===== config.mk =====
export PLATFORM = sky130hd
export DESIGN_NAME = word_move_logic_unit_flat
export DESIGN_NICKNAME = d
export VERILOG_FILES = /design/src/verilog/word_move_pkg.sv /design/src/verilog/scan_link_if.sv /design/src/verilog/word_op_core.sv /design/src/verilog/word_move_logic_unit.sv /design/src/flat_wrapper.sv
export VERILOG_INCLUDE_DIRS = /design/src /design/src/verilog
export SDC_FILE = /design/constraint.sdc
export NUM_CORES = 1
export LEC_CHECK = 0
export BUFFER_PORTS_ARGS = -buffer_cell sky130_fd_sc_hd__buf_2
export CORE_ASPECT_RATIO = 0.5
export CORE_MARGIN = 1
export CORE_UTILIZATION = 40
export DETAILED_ROUTE_END_ITERATION = 8
export PLACE_DENSITY = 0.66
export REMOVE_ABC_BUFFERS = 1
export SLEW_MARGIN = 20
export SYNTH_ARGS = -nofsm -noshare
export SYNTH_HDL_FRONTEND = slang
export SYNTH_SLANG_ARGS = --single-unit

===== constraint.sdc =====
create_clock -name clk_i -period 4.25 [get_ports clk_i]
set_clock_uncertainty 0.05 [all_clocks]
set_input_delay 0.2125 -clock clk_i [delete_from_list [all_inputs] [get_ports clk_i]]
set_output_delay 0.2125 -clock clk_i [all_outputs]
set_load 0.05 [all_outputs]

===== src/verilog/wml_consts.svh =====
// Purpose: Shared constants for the word move and logic datapath.
// Assumes: Included by bare name wherever a figure is needed.
// Notes: Definitions only.
`ifndef WML_CONSTS_SVH
`define WML_CONSTS_SVH

// ==========================================================================
// Widths
`define WML_WORD_W 16
`define WML_ADDR_W 4
`define WML_MATH_W 32
`define WML_SIGN_BIT 15

// ==========================================================================
// Values
`define WML_ZERO_WORD 16'h0000
`define WML_MOST_NEG 16'h8000
`define WML_MOST_POS 16'h7fff
`define WML_MATH_RESET 32'h0000_0000

`endif


===== src/verilog/word_move_pkg.sv =====
// Purpose: Types shared by both ends of the scan link.
// Assumes: Flag order keeps carry in bit 0 and sign in bit 3.
// Notes: Constants live in wml_consts.svh.
package word_move_pkg;

   typedef enum logic [2:0]
   {
      OP_PLAIN_MOVE = 3'h0,
      OP_MASKED_MOVE = 3'h1,
      OP_AND = 3'h2,
      OP_OR = 3'h3,
      OP_XOR = 3'h4,
      OP_COMPLEMENT = 3'h5,
      OP_TWOS_NEGATE = 3'h6
   } op_type;

   typedef struct packed
   {
      logic sign;
      logic zero;
      logic overflow;
      logic carry;
   } flags_type;

   typedef enum logic [1:0]
   {
      SEQ_IDLE = 2'b01,
      SEQ_WAIT = 2'b10
   } seq_state_type;

endpackage : word_move_pkg


===== src/verilog/scan_link_if.sv =====
// Purpose: Link between the scan sequencer and the word datapath.
// Assumes: Both ends drive their signals from flip-flops on one clock.
// Notes: Operand fields hold an immediate or a word address.
`timescale 1ns/100ps
`include "wml_consts.svh"
interface scan_link_if #(
   parameter int ADDR_W = `WML_ADDR_W
);
   logic req_valid;
   logic req_rung;
   word_move_pkg::op_type req_op;
   logic [`WML_WORD_W-1:0] req_a;
   logic req_a_const;
   logic [`WML_WORD_W-1:0] req_b;
   logic req_b_const;
   logic [ADDR_W-1:0] req_dest;
   logic eop;
   logic rsp_done;
   logic [`WML_WORD_W-1:0] rsp_result;
   word_move_pkg::flags_type rsp_flags;

   modport sequencer
   (
      output req_valid, req_rung, req_op, req_a, req_a_const,
      output req_b, req_b_const, req_dest, eop,
      input rsp_done, rsp_result, rsp_flags
   );

   modport unit
   (
      input req_valid, req_rung, req_op, req_a, req_a_const,
      input req_b, req_b_const, req_dest, eop,
      output rsp_done, rsp_result, rsp_flags
   );
endinterface : scan_link_if


===== src/verilog/word_op_core.sv =====
// Purpose: Combinational result and flag logic for one instruction.
// Assumes: Operands already fetched; words are two's complement.
// Notes: No state; the owning unit decides whether to commit.
`timescale 1ns/100ps
`include "wml_consts.svh"
module word_op_core
(
   input wire word_move_pkg::op_type op_i,
   input wire logic [`WML_WORD_W-1:0] a_i,
   input wire logic [`WML_WORD_W-1:0] b_i,
   input wire logic [`WML_WORD_W-1:0] dest_old_i,
   input wire logic sat_disable_i,
   output logic [`WML_WORD_W-1:0] result_o,
   output word_move_pkg::flags_type flags_o,
   output logic trap_o
);

   logic [`WML_WORD_W-1:0] negated;
   logic negate_ovf;

   always_comb
   begin
      negated = `WML_WORD_W'(~a_i + 1'b1);
      negate_ovf = (a_i == `WML_MOST_NEG);
      trap_o = 1'b0;
      flags_o.carry = 1'b0;
      flags_o.overflow = 1'b0;
      unique case (op_i)
         word_move_pkg::OP_PLAIN_MOVE: result_o = a_i;
         word_move_pkg::OP_MASKED_MOVE:
            result_o = (a_i & b_i) | (dest_old_i & ~b_i);
         word_move_pkg::OP_AND: result_o = a_i & b_i;
         word_move_pkg::OP_OR: result_o = a_i | b_i;
         word_move_pkg::OP_XOR: result_o = a_i ^ b_i;
         word_move_pkg::OP_COMPLEMENT: result_o = ~a_i;
         word_move_pkg::OP_TWOS_NEGATE:
         begin
            // Saturate unless software asked for the raw wrap
            if (negate_ovf && !sat_disable_i)
            begin
               result_o = `WML_MOST_POS;
            end
            else
            begin
               result_o = negated;
            end
            flags_o.overflow = negate_ovf;
            trap_o = negate_ovf;
            flags_o.carry = !(negate_ovf
               || negated == `WML_ZERO_WORD);
         end
         default: result_o = dest_old_i;
      endcase
      flags_o.zero = (result_o == `WML_ZERO_WORD);
      flags_o.sign = result_o[`WML_SIGN_BIT];
   end

endmodule : word_op_core


===== src/verilog/word_move_logic_unit.sv =====
// Purpose: Datapath end: data table, flags and error latches.
// Assumes: One request per instruction per scan from the sequencer.
// Notes: Answer comes one cycle after the request is taken.
//    A false rung still answers, with the old word and old flags.
//    Load and instruction on one word in one cycle: instruction wins.
//    Major fault stays until reset; only the minor error unlatches.
//    Operand addresses use the low bits of the 16-bit field.
//    Math word changes only through its own load port.
//
// How it works
// - Move and logic ops clear carry, overflow; zero test
// - Sign flag follows result bit 15
// - Masked move: mask ones pass, zeros keep
// - Mask is immediate or fetched word
// - Masked move repeats every true scan
// - And writes bitwise conjunction to destination
// - Or writes bitwise disjunction to destination
// - Exclusive or marks differing bits
// - Complement inverts every source bit
// - Issuer: two constants only for plain move; word destination
// - Issuer: complement, negate use addresses only
// - Negate stores two's complement
// - Negate overflow only at most negative; trap
// - Overflow saturates to largest positive
// - Saturation disabled keeps truncated result
// - Negate carry clear on zero or overflow
// - Plain move copies source every true scan
// - Minor error at end of program faults
// - Math register untouched by these ops
`timescale 1ns/100ps
`include "wml_consts.svh"
module word_move_logic_unit #(
   parameter int ADDR_W = `WML_ADDR_W
)
(
   input wire logic clk_i,
   input wire logic srst_i,
   scan_link_if.unit link,
   input wire logic sat_disable_i,
   input wire logic minor_clr_i,
   input wire logic load_en_i,
   input wire logic [ADDR_W-1:0] load_addr_i,
   input wire logic [`WML_WORD_W-1:0] load_data_i,
   input wire logic math_load_i,
   input wire logic [`WML_MATH_W-1:0] math_data_i,
   input wire logic [ADDR_W-1:0] peek_addr_i,
   output logic [`WML_WORD_W-1:0] peek_data_o,
   output word_move_pkg::flags_type flags_o,
   output logic minor_err_o,
   output logic major_fault_o,
   output logic [`WML_MATH_W-1:0] math_reg_o
);

   localparam int DEPTH = 1 << ADDR_W;

   // ========================================================================
   // State
   typedef struct packed
   {
      logic [DEPTH-1:0][`WML_WORD_W-1:0] mem;
      word_move_pkg::flags_type flags;
      logic minor;
      logic major;
      logic [`WML_MATH_W-1:0] math;
      logic rsp_done;
      logic [`WML_WORD_W-1:0] rsp_result;
      word_move_pkg::flags_type rsp_flags;
      logic [`WML_WORD_W-1:0] peek;
   } unit_state_type;

   unit_state_type st_q;
   unit_state_type st_d;

   logic [`WML_WORD_W-1:0] opnd_a;
   logic [`WML_WORD_W-1:0] opnd_b;
   logic [`WML_WORD_W-1:0] dest_old;
   logic [`WML_WORD_W-1:0] core_result;
   word_move_pkg::flags_type core_flags;
   logic core_trap;
   logic commit;

   // ========================================================================
   // Operand fetch
   // Table read by index
   function automatic logic [`WML_WORD_W-1:0] word_at
   (
      input logic [DEPTH-1:0][`WML_WORD_W-1:0] mem,
      input logic [ADDR_W-1:0] addr
   );
      return mem[addr];
   endfunction : word_at

   // Immediate or table word, picked per operand
   function automatic logic [`WML_WORD_W-1:0] fetch
   (
      input logic [DEPTH-1:0][`WML_WORD_W-1:0] mem,
      input logic [`WML_WORD_W-1:0] field,
      input logic is_const
   );
      if (is_const)
      begin
         return field;
      end
      return word_at(mem, field[ADDR_W-1:0]);
   endfunction : fetch

   always_comb
   begin
      opnd_a = fetch(st_q.mem, link.req_a, link.req_a_const);
      // Mask may change at run time when fetched from a word
      opnd_b = fetch(st_q.mem, link.req_b, link.req_b_const);
      dest_old = word_at(st_q.mem, link.req_dest);
      commit = link.req_valid && link.req_rung;
   end

   word_op_core word_op_core_inst
   (
      .op_i(link.req_op),
      .a_i(opnd_a),
      .b_i(opnd_b),
      .dest_old_i(dest_old),
      .sat_disable_i(sat_disable_i),
      .result_o(core_result),
      .flags_o(core_flags),
      .trap_o(core_trap)
   );

   // ========================================================================
   // Error latches
   // Set wins over clear when both land in one cycle
   function automatic logic latch_next
   (
      input logic held,
      input logic clr,
      input logic hit
   );
      if (hit)
      begin
         return 1'b1;
      end
      if (clr)
      begin
         return 1'b0;
      end
      return held;
   endfunction : latch_next

   // ========================================================================
   // Next state
   always_comb
   begin
      st_d = st_q;
      st_d.rsp_done = 1'b0;
      if (load_en_i)
      begin
         st_d.mem[load_addr_i] = load_data_i;
      end
      // Only the math load port reaches this word
      if (math_load_i)
      begin
         st_d.math = math_data_i;
      end
      if (link.req_valid)
      begin
         st_d.rsp_done = 1'b1;
         st_d.rsp_result = dest_old;
         st_d.rsp_flags = st_q.flags;
         // No edge detect: every true request executes
         if (commit)
         begin
            st_d.mem[link.req_dest] = core_result;
            st_d.flags = core_flags;
            st_d.rsp_result = core_result;
            st_d.rsp_flags = core_flags;
         end
      end
      st_d.minor = latch_next(st_q.minor, minor_clr_i,
         commit && core_trap);
      st_d.major = latch_next(st_q.major, 1'b0,
         link.eop && st_d.minor);
      st_d.peek = word_at(st_q.mem, peek_addr_i);
   end

   // ========================================================================
   // Registers
   always_ff @(posedge clk_i)
   begin
      if (srst_i)
      begin
         st_q <= '0;
      end
      else
      begin
         st_q <= st_d;
      end
   end

   // ========================================================================
   // Link answer
   assign link.rsp_done = st_q.rsp_done;
   assign link.rsp_result = st_q.rsp_result;
   assign link.rsp_flags = st_q.rsp_flags;

   // ========================================================================
   // Outputs
   assign peek_data_o = st_q.peek;
   assign flags_o = st_q.flags;
   assign minor_err_o = st_q.minor;
   assign major_fault_o = st_q.major;
   assign math_reg_o = st_q.math;

endmodule : word_move_logic_unit


===== src/flat_wrapper.sv =====
// flat-port wrapper written by rule: the top's interface ports become plain ports
module word_move_logic_unit_flat 
#(
   parameter int ADDR_W = `WML_ADDR_W
)
  (clk_i, srst_i, sat_disable_i, minor_clr_i, load_en_i, load_addr_i, load_data_i, math_load_i, math_data_i, peek_addr_i, peek_data_o, flags_o, minor_err_o, major_fault_o, math_reg_o, link_req_valid, link_req_rung, link_req_op, link_req_a, link_req_a_const, link_req_b, link_req_b_const, link_req_dest, link_eop, link_rsp_done, link_rsp_result, link_rsp_flags);
  scan_link_if #(.ADDR_W(ADDR_W)) link_i ();
  input wire logic clk_i;
  input wire logic srst_i;
  input wire logic sat_disable_i;
  input wire logic minor_clr_i;
  input wire logic load_en_i;
  input wire logic [ADDR_W-1:0] load_addr_i;
  input wire logic [`WML_WORD_W-1:0] load_data_i;
  input wire logic math_load_i;
  input wire logic [`WML_MATH_W-1:0] math_data_i;
  input wire logic [ADDR_W-1:0] peek_addr_i;
  output logic [`WML_WORD_W-1:0] peek_data_o;
  output word_move_pkg::flags_type flags_o;
  output logic minor_err_o;
  output logic major_fault_o;
  output logic [`WML_MATH_W-1:0] math_reg_o;
  input wire logic [$bits(link_i.req_valid)-1:0] link_req_valid;
  input wire logic [$bits(link_i.req_rung)-1:0] link_req_rung;
  input wire logic [$bits(link_i.req_op)-1:0] link_req_op;
  input wire logic [$bits(link_i.req_a)-1:0] link_req_a;
  input wire logic [$bits(link_i.req_a_const)-1:0] link_req_a_const;
  input wire logic [$bits(link_i.req_b)-1:0] link_req_b;
  input wire logic [$bits(link_i.req_b_const)-1:0] link_req_b_const;
  input wire logic [$bits(link_i.req_dest)-1:0] link_req_dest;
  input wire logic [$bits(link_i.eop)-1:0] link_eop;
  output wire logic [$bits(link_i.rsp_done)-1:0] link_rsp_done;
  output wire logic [$bits(link_i.rsp_result)-1:0] link_rsp_result;
  output wire logic [$bits(link_i.rsp_flags)-1:0] link_rsp_flags;
  assign link_i.req_valid = link_req_valid;
  assign link_i.req_rung = link_req_rung;
  assign link_i.req_op = link_req_op;
  assign link_i.req_a = link_req_a;
  assign link_i.req_a_const = link_req_a_const;
  assign link_i.req_b = link_req_b;
  assign link_i.req_b_const = link_req_b_const;
  assign link_i.req_dest = link_req_dest;
  assign link_i.eop = link_eop;
  assign link_rsp_done = link_i.rsp_done;
  assign link_rsp_result = link_i.rsp_result;
  assign link_rsp_flags = link_i.rsp_flags;
  word_move_logic_unit #(.ADDR_W(ADDR_W)) u_core (.clk_i(clk_i), .srst_i(srst_i), .link(link_i), .sat_disable_i(sat_disable_i), .minor_clr_i(minor_clr_i), .load_en_i(load_en_i), .load_addr_i(load_addr_i), .load_data_i(load_data_i), .math_load_i(math_load_i), .math_data_i(math_data_i), .peek_addr_i(peek_addr_i), .peek_data_o(peek_data_o), .flags_o(flags_o), .minor_err_o(minor_err_o), .major_fault_o(major_fault_o), .math_reg_o(math_reg_o));
endmodule

==> results of run 1 <==
## synthesized netlist by cell type, drive strengths merged, types with 9 or more instances
| cell type | instances |
|---|---|
| a211oi | 336 |
| a21oi | 71 |
| a221oi | 12 |
| a22o | 9 |
| a22oi | 48 |
| and2 | 13 |
| and3 | 15 |
| buf | 162 |
| clkbuf | 190 |
| dfxtp | 331 |
| ha | 33 |
| inv | 39 |
| mux2 | 52 |
| mux2i | 306 |
| mux4 | 240 |
| nand2 | 89 |
| nand2b | 17 |
| nand3 | 25 |
| nor2 | 323 |
| nor2b | 93 |
| nor3 | 20 |
| o211ai | 11 |
| o21ai | 32 |
## critical path, stage by stage, from the launching register on
cell	delay, ns
dfxtp_1	0.37
mux4_2	0.48
mux2_2	0.28
nand2_1	0.07
o311a_2	0.25
inv_2	0.09
buf_4	0.16
ha_1	0.18
a21o_1	0.17
a221oi_1	0.24
a21oi_1	0.10
o22ai_1	0.40
nor4b_1	0.56
nand4_1	0.26
a311oi_2	0.27
## per-layer routing
layer / up-vias / part of all wire / global-route usage
met5: - / 0.00013 / 0.00370
met2: 1678 / 0.43 / 0.466
met4: 2 / 0.074 / 0.193
met3: 428 / 0.12 / 0.0779
met1: 11600 / 0.37 / 0.395
li1: 9975 / - / -
## layout by cell type, fill, tap and decap left out, drive strengths merged, types with 15 or more instances in the layout
| master | n |
|---|---|
| buf | 350 |
| a211oi | 336 |
| dfxtp | 331 |
| nor2 | 323 |
| mux2i | 306 |
| mux4 | 240 |
| nor2b | 93 |
| nand2 | 89 |
| a21oi | 71 |
| mux2 | 52 |
| clkbuf | 49 |
| a22oi | 48 |
| inv | 45 |
| dlygate4sd3 | 34 |
| ha | 33 |
| o21ai | 32 |
| nand3 | 25 |
| nor3 | 20 |
| nand2b | 17 |
| and3 | 15 |
## cell type report
class / instances / area [sq um] / share of cell area
Antenna cell: 2 / 5.00 / 0.000175
Clock buffer: 49 / 1020 / 0.0357
Clock inverter: 16 / 213 / 0.00743
Inverter: 40 / 150 / 0.00524
Multi-Input combinational cell: 1861 / 16900 / 0.589
Sequential cell: 331 / 6630 / 0.231
Tap cell: 825 / 1030 / 0.0360
Timing Repair Buffer: 384 / 2720 / 0.0950
## power by group
part / total (W) / switching [W] / internal, W
Sequential: 0.00330 / 0.000104 / 0.00320
Combinational: 0.00189 / 0.00119 / 0.000702
Clock: 0.00342 / 0.00147 / 0.00195
## per-stage QoR
stage	total power [W]	setup TNS, ns	hold WS [ns]
6_report	0.00862	0	0.0508
5_1_grt	0.00887	0	0.0486
4_1_cts	0.00859	0	0.0320
3_5_place_dp	0.00517	-0.0289	0.409
3_3_place_gp	0.00515	0	0.393
2_1_floorplan	0.00427	0	0.227
## registers in the layout (all words and copies together), names as in the netlist
| signal | flops |
|---|---|
| u_core.peek_data_o | 16 |
| u_core.major_fault_o | 1 |
| u_core.st_q | 256 |
| u_core.link.rsp_done | 1 |
| u_core.link.rsp_flags | 4 |
| u_core.flags_o | 4 |
| u_core.link.rsp_result | 16 |
| u_core.minor_err_o | 1 |
| u_core.math_reg_o | 32 |
## kinds of logic (layout without fill, tap and decap cells)
| family | count (synthesis) | count (layout) | share of synthesized area |
|---|---|---|---|
| and+or+nand+nor | 636 | 636 | 0.117 |
| muxes | 598 | 598 | 0.357 |
| AOI/OAI and AO/OA | 589 | 589 | 0.172 |
| buffers and inverters | 392 | 489 | 0.0746 |
| DFF | 331 | 331 | 0.261 |
| adders and majority gates | 33 | 33 | 0.0163 |
| xor gates and xnor gates | 5 | 5 | 0.00173 |
| other | 0 | 2 | 0 |
## worst max path at each step
stage                     slack [ns]  cells past startpoint              from                  endpoint
final                           0.21                     14  u_core.st_q[319]  u_core.link.rsp_flags[2]
after global routing            0.02                     14  u_core.st_q[319]  u_core.link.rsp_flags[2]
after CTS                       0.39                     14  u_core.st_q[319]  u_core.link.rsp_flags[2]
after global placement          0.06                     16     link_req_b[1]  u_core.link.rsp_flags[2]
after floorplan                 0.11                     11     link_req_a[2]  u_core.link.rsp_flags[2]
after detailed placement       -0.03                     16     link_req_b[1]  u_core.link.rsp_flags[2]
## timing repair
action | 4_1_cts | 5_1_grt
hold buffers | 34 | 0
endpoints found under the hold margin | 34 | 0
buffers inserted | 0 | 0
==> flow_summary.toml, run 1 <==
[outcome]
status = "finished, final reports clean"

[yosys]
syn_inst = 2584
synth_warnings = 0
syn_area_sq_um = 25400
syn_area_per_cell_sq_um = 9.81
synth.top_cell.area_share = 0.261
synthFlopType = "dfxtp_1"
ys_types = 79
synth.area.top_cells = "dfxtp_1 26%, mux4_2 21%, mux2i_1 12%, a211oi_1 9.7%, nor2_1 4.8%"
yosys_register_bits = 331
yosysSeqAreaShare = 0.261
netlist.top_cell.by_area = "dfxtp_1"
async_flop_share = 0
synth_edf_count = 0

[detailed_routing]
via_count = 23700
first_pass_iters = 6
remaining_drc_errors = 0
viasPerCell = 6.76
wl_mm = 102
drt_iter0_drc = 3502
antenna_left = 0
wl_per_cell_microns = 29.1

[final_layout]
final_cells = 3508
design_area_sq_um = 28600
fillerInstances = 5744
layout-drive-gt1-share = 0.282
syn2layout_area_growth_pct = 12.9
fin_util = 0.463
finalNetCount = 2793

[floorplanning]
start_util = 0.410
fp.dieH_microns = 180
die_x_microns = 358
die_area_sq_um = 64500
num_io_pins = 181
fp-row-count = 64
coreArea_sq_um = 61900

[timing]
post-route-worst-setup-slack_ns = 0.206
maxSlewViolCount = 0
min_period_ns = 4.04
relSlewSlack = 0.165
grt_setup_unrepaired = "false"
setup_viol = 0
hold_viol = 0
tightest_slew_ns = 1.25
fin_crit_sh = 0.952
fmaxAchievable_ghz = 0.247

[place]
io_buffer_count = 180
dp.final_hpwl_mm = 69.6
dp_slack_ns = -0.0289
placed_cells = 3407
gp_congestion = 1.08
place_area_sq_um = 27100

[clock_tree]
cts_tree = "yes"
clkTransAtPathRegs_ns = 0.07
cts_buffers = 36
clk-insertion-delay-late_ns = 0.56
h-tree-depth = 2
cts_root_buf = "clkbuf_16"
clock-sinks = 331
cts_resized = 0
clock_path_buffers = 3

[job]
max_cap_viol_count = 0

[global_route]
antenna_found_initial = 3
grt_pass1_vias = 22300
grt_overflow = 0
grtUsageTotal = 0.309
grt_pass1_wl_mm = 149
grt_max_degree = 125

[worst_hold_path]
hold_path_class = "in2reg"
min_from = "srst_i"
hold_depth = 2
whs_endpoint = "u_core.math_reg_o[3]"

[power_and_ir_drop]
pwr_density_cell_nw_per_um2 = 301
ir_drop_v = 0.000226
leakagePower_nw = 11.1

[worst_setup_path]
rrSetupSlack_ns = 0.21
start_kind = "flip-flop"
required_ns = 4.66
cp_max_fo = 5
r2r_cells = 14
r2r_start = "u_core.st_q[319]"
end_kind = "flip-flop"
crit_type = "reg2reg"
worstPathArrival_ns = 4.46
timing.rr.end = "u_core.link.rsp_flags[2]"
(Power assumes the default switching activity.)
==> run 2: changes to the inputs <==
--- a/config.mk
+++ b/config.mk
@@ -8,10 +8,11 @@
 export LEC_CHECK = 0
 export BUFFER_PORTS_ARGS = -buffer_cell sky130_fd_sc_hd__buf_2
 export CORE_ASPECT_RATIO = 0.5
-export CORE_MARGIN = 1
+export CORE_MARGIN = 2
 export CORE_UTILIZATION = 40
+export CTS_CLUSTER_DIAMETER = 60
 export DETAILED_ROUTE_END_ITERATION = 8
-export PLACE_DENSITY = 0.66
+export PLACE_DENSITY = 0.55
 export REMOVE_ABC_BUFFERS = 1
 export SLEW_MARGIN = 20
 export SYNTH_ARGS = -nofsm -noshare
==> flow_summary.toml, run 2 (same netlist as run 1, synthesis figures left out) <==
[timing]
tns_ns = 0
fmaxAchievable_ghz = 0.253
grt_setup_unrepaired = "false"
hold_viol = 0
fin_crit_sh = 0.931
relSlewSlack = 0.180
min_period_ns = 3.95
tightest_slew_ns = 1.23
maxSlewViolCount = 0
post-route-worst-setup-slack_ns = 0.295
setup_viol = 0
holdWs_ns = 0.0743

[clock_tree]
clk-insertion-delay-late_ns = 0.59
h-tree-depth = 2
cts_root_buf = "clkbuf_16"
cts_setup_buffers = 0
clock-sinks = 331
clkTransAtPathRegs_ns = 0.07
cts_tree = "yes"
cts_buffers = 40
clock_path_buffers = 3

[detailed_routing]
via_count = 23400
remaining_drc_errors = 0
wl_met1_mm = 43.9
met3_length_mm = 11.7
first_pass_iters = 6
viasPerCell = 6.58
wl_per_cell_microns = 30.7
drt_iter0_drc = 2812
wl_met2_mm = 47.8
antenna_left = 0
wl_mm = 109
highest_layer = "met4"

[global_route]
grt_pass1_wl_mm = 158
antenna_found_initial = 2
grt_max_degree = 121
grtUsageTotal = 0.327
grt_pass1_vias = 22100
grt_overflow = 0

[final_layout]
layout-drive-gt1-share = 0.293
largest_register_ffs = 256
syn2layout_area_growth_pct = 14.8
final_cell_mix = "331 x dfxtp_1, 326 x a211oi_1, 310 x nor2_1"
finalNetCount = 2832
top_register = "u_core.st_q"
design_area_sq_um = 29100
fillerInstances = 5819
layout_commonest_cell = "dfxtp_1"

[place]
io_buffer_count = 180
place_area_sq_um = 27500
gp_congestion = 1.03
dp_slack_ns = 0.00678
dp.final_hpwl_mm = 73.6

[floorplanning]
fp-row-count = 65
fp.dieH_microns = 182
num_io_pins = 181
die_area_sq_um = 65500
coreArea_sq_um = 62900
start_util = 0.403
die_x_microns = 360

[worst_setup_path]
required_ns = 4.72
worstPathArrival_ns = 4.43
end_kind = "flip-flop"
crit_type = "reg2reg"
cp_max_fo = 11
start_kind = "flip-flop"
r2r_cells = 15

[power_and_ir_drop]
ir_drop_v = 0.000269
pwr_density_cell_nw_per_um2 = 303
finalPower_w = 0.00883
leakagePower_nw = 11.3

[worst_hold_path]
hold_depth = 3
hold_path_class = "in2reg"

[outcome]
status = "finished, final reports clean"

[job]
max_cap_viol_count = 0
==> run 2: changes by cell type in the layout (fill, tap and decap cells not counted), sizes merged <==
| cell | change |
|---|---|
| buf | +35 |
| bufinv | -3 |
| clkbuf | +8 |
| clkinv | -1 |
==> run 2: final timing paths <==
check                            start                    endpoint  slack, ns
hold / removal          load_data_i[8]            u_core.st_q[211]       0.07
setup reg to reg      u_core.st_q[171]  u_core.link.rsp_result[10]       0.30
setup / recovery      u_core.st_q[171]  u_core.link.rsp_result[10]       0.30
hold reg to reg   u_core.major_fault_o        u_core.major_fault_o       0.42
==> run 2: timing repair <==
item | in CTS | in global routing
setup endpoints to repair | 0 | 0
hold buffers | 34 | 0
hold endpoints to repair | 34 | 0
resized for setup | 0 | 0
==> run 2: layout make-up <==
cell class              count  area, sq um  share of cell area
diodes                      2         5.00            0.000172
clock buffers              57         1160              0.0397
clock inverters            12          120             0.00413
inverters                  40          150             0.00516
multi-input cells        1861        16900               0.581
flip-flops and latches    331         6630               0.228
well taps                 837         1050              0.0360
repair buffers            419         3080               0.106
==> run 2: report_power, final <==
group / leakage [nW] / internal, W / switching (W)
Clock: 0.624 / 0.00197 / 0.00158
Sequential: 2.69 / 0.00320 / 0.0000974
Combinational: 7.98 / 0.000746 / 0.00124
==> run 2: stage by stage <==
step            util  instances
4_1_cts        0.462       3556
6_report       0.463       3559
3_3_place_gp   0.437       3453
2_1_floorplan      -       2232
3_5_place_dp   0.437       3453
5_1_grt        0.463       3557
==> run 2: routing by layer <==
metal  vias to the layer above  track usage
li1                      10000            -
met1                     11600        0.434
met2                      1490        0.494
met3                       325       0.0857
met4                         0        0.161
met5                         -            0
==> run 2: worst max-delay path: stages, from the launching register on <==
cell and delay [ns]:
dfxtp_1 0.36, mux4_2 0.50, a22oi_1 0.25, and3_1 0.26, ha_1 0.17, o21ai_0 0.26
nor4_1 0.38, buf_4 0.25, a21oi_1 0.10, a311oi_1 0.37, buf_4 0.19, a21oi_1 0.07
o21ai_0 0.37, buf_4 0.18, mux2i_1 0.06, nor2_1 0.09
